`config.mk`:
```
export PLATFORM = sky130hd
export DESIGN_NAME = tcp_timer
export DESIGN_NICKNAME = d
export VERILOG_FILES = /design/src/verilog/tcp_pkg.sv /design/src/verilog/tcp_timer.sv
export SDC_FILE = /design/constraint.sdc
export NUM_CORES = 1
export LEC_CHECK = 0
export ABC_AREA = 1
export BUFFER_PORTS_ARGS = -buffer_cell sky130_fd_sc_hd__buf_2
export CAP_MARGIN = 20
export CORE_ASPECT_RATIO = 1.4
export CORE_MARGIN = 2
export CORE_UTILIZATION = 47
export CTS_CLUSTER_DIAMETER = 200
export CTS_CLUSTER_SIZE = 12
export DETAILED_ROUTE_END_ITERATION = 7
export GPL_TIMING_DRIVEN = 0
export PLACE_DENSITY = 0.77
export SYNTH_ARGS = -nofsm -noshare
export SYNTH_HDL_FRONTEND = slang
export SYNTH_SLANG_ARGS = --single-unit
```
`constraint.sdc`:
```
create_clock -name hclk -period 3.1 [get_ports hclk]
set_clock_uncertainty 0.15 [all_clocks]
set_input_delay 0.62 -clock hclk [delete_from_list [all_inputs] [get_ports hclk]]
set_output_delay 0.62 -clock hclk [all_outputs]
set_load 0.005 [all_outputs]
```
`src/verilog/tcp_pkg.sv`:
```
package tcp_pkg;

  // ----------------------------------------------------------------
  // Register indices (byte address is four times the index)
  // ----------------------------------------------------------------
  localparam logic [7:0] IDX_RELOAD = 8'hcd; // Reload value, write only
  localparam logic [7:0] IDX_CLKOPT = 8'hd8; // Clock option
  localparam logic [7:0] IDX_MODE   = 8'hda; // Mode control
  localparam logic [7:0] IDX_COUNT  = 8'hdb; // Count value
  localparam logic [7:0] IDX_STATUS = 8'hdc; // Overflow flag and irq enable

  // ----------------------------------------------------------------
  // Field positions
  // ----------------------------------------------------------------
  localparam int M_ENB   = 7; // Count enable
  localparam int M_RATE  = 4; // Prescale select, low bit of three
  localparam int M_CKS   = 3; // Clock source select
  localparam int M_ALOAD = 2; // Reload enable
  localparam int M_TONE  = 1; // Tone output enable
  localparam int M_PWM   = 0; // Pulse output enable
  localparam int C_GN    = 1; // Low-power wake enable
  localparam int C_X8    = 2; // Fast clock select
  localparam int C_X8B   = 3; // Second timer fast clock select
  localparam int S_FLAG  = 0; // Overflow flag
  localparam int S_IEN   = 1; // Overflow irq enable
  localparam int S_TONE  = 2; // Tone level, read only
  localparam int S_PWM   = 3; // Pulse level, read only

  // ----------------------------------------------------------------
  // Reset values, boundaries, prescaler exponents
  // ----------------------------------------------------------------
  localparam logic [7:0] MODE_RST   = 8'h00;
  localparam logic [2:0] CLKOPT_RST = 3'h0;
  localparam logic [7:0] COUNT_RST  = 8'h00;
  localparam logic [7:0] RELOAD_RST = 8'h00;
  localparam logic [7:0] MASK_256   = 8'hff;
  localparam logic [7:0] MASK_64    = 8'h3f;
  localparam logic [7:0] MASK_32    = 8'h1f;
  localparam logic [7:0] MASK_16    = 8'h0f;
  localparam logic [3:0] EXP_FCPU   = 4'h8; // Instruction clock /256 at code 0
  localparam logic [3:0] EXP_FHOSC  = 4'h7; // High oscillator /128 at code 0

  // Shared pin drive: level and enable travel together
  typedef struct packed {
    logic o;
    logic oe;
  } tcp_pin_s;

  // Whole state of the timer
  typedef struct packed {
    logic [7:0]  mode;
    logic [2:0]  clkopt;  // Bits 3:1 of the clock option register
    logic [7:0]  count;
    logic [7:0]  hold;    // Software side of the reload buffer
    logic [7:0]  active;  // Reload value in use
    logic        flag;
    logic        ien;
    logic [7:0]  presc;
    logic        sync1;
    logic        sync2;
    logic        sync3;
    logic        tone;
    logic        pwm;
    logic        wake;
    tcp_pin_s    pin;
    logic        dvalid;
    logic        dwrite;
    logic [7:0]  didx;
    logic [31:0] rdata;
  } tcp_state_s;

endpackage : tcp_pkg

```
`src/verilog/tcp_timer.sv`:
```
`timescale 1ns/1ps

// Operation
// - Mode register: enable, prescale, source, reload, tone, pulse bits; resets zero.
// - Pulse enable drives pulse level on shared pin, else tone or GPIO drives the pin.
// - Tone works only without pulse; pin toggles once per overflow.
// - Outside pulse mode, reload enable selects reload on overflow.
// - Source select picks prescaled internal clock or external event pin.
// - Prescale codes give instruction/256..2 or oscillator/128..1.
// - Count enable stops or runs the counter, one step per count clock.
// - Event counting forces the event pin interrupt flag to zero.
// - Event counting disables the event pin level-change wake-up.
// - Clock option register: wake enable, fast select, second fast select.
// - Fast select picks instruction or oscillator clock; ignored in event mode.
// - Count register resets zero; overflow sets sticky flag until software clears.
// - On overflow with reload active, count loads from reload value.
// - Boundary 256, or in pulse mode on the internal clock 256/64/32/16 by reload and tone bits.
// - Reload writes go to a buffer, taken over at the next overflow.
// - Pulse mode always reloads; reload bit then only picks boundary.
// - Write-only reload register resets zero, supplies value on overflow.
// - Event mode counts each falling edge; wrap from full raises overflow.
// - Overflow requests an interrupt while the irq enable is set.
// - Pulse output high from cycle start until count equals reload.
// - Wake enable keeps timer running and wakes system on overflow.
module tcp_timer (
  input  wire logic             hclk,              // System clock, 250 MHz
  input  wire logic             hresetn,           // Asynchronous reset, active low
  input  wire logic             hsel,              // Slave select
  input  wire logic [31:0]      haddr,             // Byte address
  input  wire logic [1:0]       htrans,            // Transfer type
  input  wire logic             hwrite,            // Write when high
  input  wire logic [2:0]       hsize,             // Transfer size
  input  wire logic [31:0]      hwdata,            // Write data
  input  wire logic             hready,            // Bus ready in
  output logic                  hreadyout,         // Always ready
  output logic                  hresp,             // Always OKAY
  output logic [31:0]           hrdata,            // Read data, registered
  input  wire logic             fcpu_tick,         // Instruction clock pulse
  input  wire logic             event_pin,         // External event input, async
  input  wire logic             event_irq_raw,     // Event pin interrupt from GPIO logic
  input  wire logic             event_wake_raw,    // Event pin level-change wake request
  input  wire logic             low_power_mode,    // System in periodic low-power mode
  input  wire tcp_pkg::tcp_pin_s gpio_pin,         // GPIO drive for the shared pin
  output tcp_pkg::tcp_pin_s     out_pin,           // Shared pin drive, registered
  output logic                  event_pin_irq_flag,// Gated event pin interrupt flag
  output logic                  event_wake_req,    // Gated event pin wake request
  output logic                  overflow_irq,      // Processor interrupt request
  output logic                  wake_req           // Wake pulse from low-power mode
);

  // ----------------------------------------------------------------
  // State and decoded fields
  // ----------------------------------------------------------------
  tcp_pkg::tcp_state_s s_r;
  tcp_pkg::tcp_state_s s_nxt;

  logic       enb;
  logic [2:0] rate;
  logic       cks;
  logic       aload;
  logic       tone_bit;
  logic       pwm_en;
  logic       tone_en;
  logic       x8;
  logic [3:0] pexp;
  logic [7:0] pmask;
  logic       src_tick;
  logic       presc_tick;
  logic       fall;
  logic       tick;
  logic [7:0] bmask;
  logic       ovf;
  logic       reload_on;
  logic       match;
  logic       acc;
  logic       wr_en;
  logic       cnt_wr;
  logic [31:0] rd_word;

  assign enb      = s_r.mode[tcp_pkg::M_ENB];
  assign rate     = s_r.mode[tcp_pkg::M_RATE +: 3];
  assign cks      = s_r.mode[tcp_pkg::M_CKS];
  assign aload    = s_r.mode[tcp_pkg::M_ALOAD];
  assign tone_bit = s_r.mode[tcp_pkg::M_TONE];
  assign pwm_en   = s_r.mode[tcp_pkg::M_PWM];
  assign x8       = s_r.clkopt[tcp_pkg::C_X8 - 1];

  // ----------------------------------------------------------------
  // Count clock selection
  // ----------------------------------------------------------------
  // Prescaler runs free so a new rate takes effect without a restart
  assign src_tick   = x8 ? 1'b1 : fcpu_tick;
  assign pexp       = (x8 ? tcp_pkg::EXP_FHOSC : tcp_pkg::EXP_FCPU) - {1'b0, rate};
  assign pmask      = 8'((9'h001 << pexp) - 9'h001);
  assign presc_tick = src_tick && ((s_r.presc & pmask) == pmask);
  // Only the second and third stages are looked at; first stage is metastable
  assign fall       = s_r.sync3 && !s_r.sync2;
  assign tick       = enb && (cks ? fall : presc_tick);

  // ----------------------------------------------------------------
  // Boundary, overflow and reload choice
  // ----------------------------------------------------------------
  always_comb begin
    if (!pwm_en || cks) begin
      bmask = tcp_pkg::MASK_256;
    end else begin
      case ({aload, tone_bit})
        2'b00:   bmask = tcp_pkg::MASK_256;
        2'b01:   bmask = tcp_pkg::MASK_64;
        2'b10:   bmask = tcp_pkg::MASK_32;
        2'b11:   bmask = tcp_pkg::MASK_16;
        default: bmask = tcp_pkg::MASK_256;
      endcase
    end
  end

  assign ovf       = tick && ((s_r.count & bmask) == bmask);
  assign reload_on = pwm_en || aload;
  assign tone_en   = tone_bit && !pwm_en;
  assign match     = enb && ((s_r.count & bmask) == (s_r.active & bmask));

  // ----------------------------------------------------------------
  // Bus decode
  // ----------------------------------------------------------------
  // Zero wait states: read data is fetched in the address phase
  assign acc    = hsel && hready && htrans[1] && (hsize == 3'h2);
  assign wr_en  = s_r.dvalid && s_r.dwrite;
  assign cnt_wr = wr_en && (s_r.didx == tcp_pkg::IDX_COUNT);

  always_comb begin
    case (haddr[9:2])
      tcp_pkg::IDX_MODE:   rd_word = {24'h0, s_r.mode};
      tcp_pkg::IDX_CLKOPT: rd_word = {28'h0, s_r.clkopt, 1'b0};
      tcp_pkg::IDX_COUNT:  rd_word = {24'h0, s_r.count};
      tcp_pkg::IDX_STATUS: rd_word = {28'h0, s_r.pwm, s_r.tone, s_r.ien, s_r.flag};
      default:             rd_word = 32'h0;
    endcase
  end

  // ----------------------------------------------------------------
  // Next state
  // ----------------------------------------------------------------
  always_comb begin
    s_nxt       = s_r;
    s_nxt.sync1 = event_pin;
    s_nxt.sync2 = s_r.sync1;
    s_nxt.sync3 = s_r.sync2;
    if (src_tick) begin
      s_nxt.presc = s_r.presc + 8'h01;
    end
    s_nxt.dvalid = acc;
    s_nxt.dwrite = hwrite;
    s_nxt.didx   = haddr[9:2];
    s_nxt.rdata  = acc ? rd_word : 32'h0;

    // Idle timer keeps the live reload equal to the buffer
    if (!enb) begin
      s_nxt.active = s_r.hold;
    end
    if (tick) begin
      s_nxt.count = s_r.count + 8'h01;
    end
    if (ovf) begin
      s_nxt.active = s_r.hold;
      s_nxt.tone   = !s_r.tone;
      if (reload_on) begin
        s_nxt.count = s_r.hold;
      end else begin
        s_nxt.count = 8'h00;
      end
    end

    // Pulse level: high at cycle start, low once the count reaches reload
    if (ovf) begin
      s_nxt.pwm = 1'b1;
    end else if (match) begin
      s_nxt.pwm = 1'b0;
    end
    s_nxt.wake = ovf && s_r.clkopt[tcp_pkg::C_GN - 1] && low_power_mode;

    // Software writes; a count write beats the hardware step
    if (wr_en) begin
      case (s_r.didx)
        tcp_pkg::IDX_MODE:   s_nxt.mode   = hwdata[7:0];
        tcp_pkg::IDX_CLKOPT: s_nxt.clkopt = hwdata[3:1];
        tcp_pkg::IDX_COUNT:  s_nxt.count  = hwdata[7:0];
        tcp_pkg::IDX_RELOAD: s_nxt.hold   = hwdata[7:0];
        tcp_pkg::IDX_STATUS: s_nxt.ien    = hwdata[tcp_pkg::S_IEN];
        default:             s_nxt.ien    = s_r.ien;
      endcase
    end
    // Writing zero to the flag clears it, but a same-cycle overflow wins
    s_nxt.flag = ovf || (s_r.flag && !(wr_en && s_r.didx == tcp_pkg::IDX_STATUS
                                        && !hwdata[tcp_pkg::S_FLAG]));

    // Shared pin: pulse first, then tone, otherwise GPIO keeps it
    if (pwm_en) begin
      s_nxt.pin.o  = s_r.pwm;
      s_nxt.pin.oe = 1'b1;
    end else if (tone_en) begin
      s_nxt.pin.o  = s_r.tone;
      s_nxt.pin.oe = 1'b1;
    end else begin
      s_nxt.pin = gpio_pin;
    end
  end

  // ----------------------------------------------------------------
  // State register
  // ----------------------------------------------------------------
  always_ff @(posedge hclk or negedge hresetn) begin
    if (!hresetn) begin
      s_r        <= '0;
      s_r.mode   <= tcp_pkg::MODE_RST;
      s_r.clkopt <= tcp_pkg::CLKOPT_RST;
      s_r.count  <= tcp_pkg::COUNT_RST;
      s_r.hold   <= tcp_pkg::RELOAD_RST;
      s_r.active <= tcp_pkg::RELOAD_RST;
    end else begin
      s_r <= s_nxt;
    end
  end

  // ----------------------------------------------------------------
  // Outputs
  // ----------------------------------------------------------------
  assign hreadyout          = 1'b1;
  assign hresp              = 1'b0;
  assign hrdata             = s_r.rdata;
  assign out_pin            = s_r.pin;
  assign wake_req           = s_r.wake;
  assign overflow_irq       = s_r.flag && s_r.ien;
  assign event_pin_irq_flag = event_irq_raw && !cks;
  assign event_wake_req     = event_wake_raw && !cks;
endmodule : tcp_timer

```
**Word-level counts from Yosys, hierarchy flattened**

Index checks and enable logic that the tools add are counted.

- Logic and storage cells: 97
- Flip-flop bits (word level): 95
- Input bits: 81
- Output and inout bits: 40

- Bitwise gates (word level): 3
- Muxes and demuxes: 19
- Shift-type cells: 1
- Add/sub/neg operators: 4
- Reductions and logical operators: 33
- Equality and inequality tests: 17

Operators with widths:

| kind | count |
|---|---|
| 8-bit equality test, second input constant | 9 |
| 8-bit two-way mux | 8 |
| 8-bit case mux with 4 select lines | 2 |
| 32-bit two-way mux | 1 |
| 8-bit AND | 3 |
| 8-bit equality test | 3 |
| 1-bit logical AND | 18 |
| 8-bit by 1-bit adder with 8-bit output, second input constant | 2 |
| 16-bit two-way mux | 1 |
| 2-bit AND reduction | 4 |
| 1-bit by 4-bit left shift with 8-bit output, first input constant | 1 |
| 8-bit by 1-bit subtractor with 8-bit output, second input constant | 1 |
| 1-bit logical NOT | 6 |
| 2-bit equality test, second input constant | 2 |
| 1-bit two-way mux | 4 |
| 2-bit two-way mux | 2 |
| 4-bit two-way mux | 1 |
| 4-bit by 3-bit subtractor with 4-bit output | 1 |
| 3-bit by 2-bit equality test with 1-bit output, second input constant | 1 |
| 1-bit logical OR | 3 |
| 2-bit by 1-bit equality test with 1-bit output, second input constant | 1 |
| 2-bit logical NOT | 1 |
| 2-bit by 1-bit != test with 1-bit output, second input constant | 1 |
| 2-bit nonzero test | 1 |

**Longest topological paths before layout**

- Word-level depth: 13
- Depth in mapped cells: 27
- Mapped depth without buffers: 26

**Least setup slack after synthesis**

OpenSTA, ideal clock, no wires.

- Path kind: reg2reg
- From: register s_r[85] in the netlist's numbering
- To: register s_r[78] in the netlist's numbering
- Clock period less this slack: 3.186 ns
- Arrival time: 2.923 ns
- Data required time: 2.837 ns
- Stages on the path, launching flop included: 27
- Setup slack: -0.086 ns
- Path buffers: 1
- Library setup time: 0.113 ns
- Cell sequence: dfrtp_1 -> inv_1 -> ha_1 -> fa_1 -> nand2_1 -> nand2_4 -> inv_2 -> nand2_2 -> nor2_2 -> inv_1 -> ha_1 -> nor2_1 -> nor2_1 -> nand2_1 -> nor2_1 -> nand2_1 -> nor2_1 -> nand3_1 -> nand2_1 -> buf_6 -> nand2_4 -> nand2_1 -> nand2_1 -> inv_1 -> nand3_1 -> nand2_1 -> inv_1

RTL lines:

| element | line | source |
|---|---|---|
| from (decl) | tcp_timer.sv:54 | `tcp_pkg::tcp_state_s s_r;` |
| from (signal assigned) | tcp_timer.sv:220 | `s_r <= s_nxt;` |

==> flow_summary_export.csv <==
group,metric,value,unit
status,violations,"negative setup slack",
yosys,ys.flop_type,"dfrtp_1",
finish,final_util,64.42,%
yosys,synth_cells,508,
grt,grt_start_max_net_pins,72,
clock_network,cts.sinks,71,
status,status,"complete, but fails checks",
flow_run,drv_cap,0,
grt,grt_pass1_wl,17.33,mm
grt,globalRouteMet1Util,26.76,%
yosys,ys_ff_latch,71,
route,firstDrtPassIters,6,
placement,io_buffer_count,45,
grt,met2_usage,42.90,%
finish,final_cell_area,0.005313,mm^2
timing,max_freq,281.6,MHz
finish,layout_common_cells,"nand2_1, dfrtp_1, inv_1",
power,p_per_area,478.5,mW/mm^2
floorplan,die_width,82.19,um
floorplan,die_y,113.5,um
grt,grt_pass1_vias,3762,
setup_path,cp_max_fo,5,
timing,maxSlewHeadroom,33.90,%
floorplan,coreArea,0.008247,mm^2
finish,fin_nets,714,
clock_network,cts_buffer_depth,2,
yosys,yosysUniqueCellTypes,39,
yosys,netlist_area,0.004023,mm^2
setup_path,cpMostUsedCell,"nand2_2",
clock_network,cts_root_buf,"clkbuf_16",
route,drtIter0Drc,332,
timing,whs,0.2007,ns
timing,rsz0062_at_grt,"true",
timing,min_period,3.551,ns
timing,setup_ws,-0.4505,ns
min_path,hold_path_class,"reg -> reg",
route,vias,3844,
floorplan,initial_core_util,48.78,%
grt,grt_busiest_layer,"met2",
placement,dpl.hpwl,7.282,mm
floorplan,ioPinCount,121,
placement,postPlaceCellArea,0.004492,mm^2
power,vdd_drop_max,0.0003259,V
power,total_power,2542,uW
clock_network,cts_tree,"done",
timing,worst_pin_slew,0.9825,ns
finish,antennaDiodeCount,0,
setup_path,crit_buf_inv,5,
placement,place_congestion,0.9187,
yosys,ys_warn_count,0,
floorplan,die_area,0.009326,mm^2
route,drc,0,
grt,grt_usage,24.73,%
clock_network,cts.clk_slew.worst_paths,0.06,ns
route,via_per_inst,5.244,
setup_path,critPathTopFamily,"simple AND/OR/NAND/NOR gates",
timing,hold_viol,0,
finish,areaGrowthSynthToFinish,32.07,%
route,routed_wl,11.38,mm
setup_path,cpMaxStageDelayCell,"dfrtp_2",
setup_path,cp-start-kind,"flip-flop",
yosys,syn_area_per_cell,7.919,um^2
yosys,synth_edf_count,0,
power,p_leak,0.002873,uW
setup_path,required,3.19,ns
timing,setup_viol,20,
route,routedWlPerCell,15.52,um
grt,antenna_found_initial,0,
clock_network,clock_latency,0.34,ns
timing,maxSlewViolCount,0,
setup_path,crit_path_max_incr_delay,0.44,ns
setup_path,worstSetupPathType,"reg -> reg",
yosys,ys_seq_area_share,44.17,%
clock_network,cts_buffers,9,
timing,min_period_over_period,114.5,%
setup_path,crit_arrival,3.64,ns
yosys,async_flop_share,100.0,%
clock_network,htreeDepth,3,
setup_path,endpoint_kind,"flip-flop",
finish,final_common_cell,"nand2_1",
floorplan,placementRows,39,
route,antenna_left,0,
grt,use_met3,3.639,%
finish,drive_above_1_share,31.38,%
grt,grt_remaining_overflow,0,
[where the power goes]
group          switching (uW)  internal, uW
combinational             242           170
sequential               90.0          1010
clock                     404           623
total                     736          1810
[kinds of logic (layout without fill, tap and decap cells)]
group | after synthesis | after routing | synth area share (%)
buf+inv | 118 | 216 | 14.77
fa+ha+maj | 7 | 7 | 2.364
compound gates | 70 | 70 | 9.985
xor+xnor | 17 | 17 | 3.702
simple gates | 223 | 224 | 24.82
other cells | 2 | 26 | 0.1867
flops | 71 | 71 | 44.17
[metrics by stage]
step                      cells  setup slack (ns)  setup TNS (ns)
after floorplan             532          0.008829               0
after global placement      679           -0.3828          -6.302
after detailed placement    682           -0.4318          -7.208
after CTS                   727           -0.1654          -1.580
after global routing        733           -0.5861          -10.19
final                       733           -0.4505          -7.977
[final cells by class]
cell class,count,area [um^2]
Clock buffer,9,225.2
Multi-Input combinational cell,344,1953
Sequential cell,71,1778
Inverter,75,289.0
Buffer,43,316.6
Clock inverter,7,73.82
Fill cell,661,2934
Tap cell,102,127.6
Timing Repair Buffer,82,549.3
[cell usage after synthesis (7+ instances only)]
library cell / count / area [um^2]
xor2_1: 15 / 131.4
nand3_1: 37 / 185.2
nor3_1: 7 / 35.03
nor2_1: 42 / 157.7
buf_4: 36 / 270.3
nand2_1: 110 / 412.9
a21oi_1: 19 / 95.09
inv_1: 71 / 266.5
dfrtp_1: 71 / 1777
o21ai_0: 31 / 155.2
[worst reg2reg max path, cell delays in order, from the launching register on]
cell and delay, ns:
dfrtp_2 0.44, buf_6 0.14, ha_4 0.24, a21oi_4 0.22, nand3_2 0.12, nand2_2 0.13
nand2_2 0.10, nor2_4 0.12, inv_1 0.08, ha_4 0.27, nor2_2 0.03, nor2_1 0.08
nand2_1 0.05, nor2_1 0.08, nand2_1 0.09, nor2_2 0.24, nand3_2 0.12, nand2_2 0.10
buf_8 0.15, nand2_8 0.08, nand2_2 0.06, nand2_1 0.06, inv_1 0.07, nand3_2 0.08
nand2_2 0.10, inv_2 0.04
[worst paths after layout]
path	from	end	slack, ns	cells past startpoint
worst max-delay path	s_r[85]	s_r[78]	-0.45	25
worst min-delay path	s_nxt[48]	s_nxt[47]	0.20	0
worst max register to register	s_r[85]	s_r[78]	-0.45	25
worst min register to register	s_nxt[48]	s_nxt[47]	0.20	0
max in group asynchronous	hresetn	s_r[85]	1.93	1
min in group asynchronous	hresetn	s_r[51]	0.23	1
[routing by layer]
metal | vias to the layer above | routed length [um] | share of wire [%]
met4 | 0 | 704 | 6.2
met3 | 54 | 645 | 5.7
met2 | 201 | 5984 | 53
met1 | 1788 | 4044 | 36
li1 | 1801 | - | -
met5 | - | 0 | 0
[flip-flops by register name, summed over array words and instances, names as in the netlist]
register / cells
hrdata: 8
wake_req: 1
s_nxt: 2
s_r: 51
rate: 3
enb: 1
pwm_en: 1
out_pin: 2
aload: 1
cks: 1
[repair_timing]
item,CTS,global route
gates resized for setup,40,23
buffers inserted,27,6
gates cloned,2,0
endpoints found under the setup margin,20,20
hold buffers,0,0
pin swaps,35,10
Power figures use the tool's default switching activity.
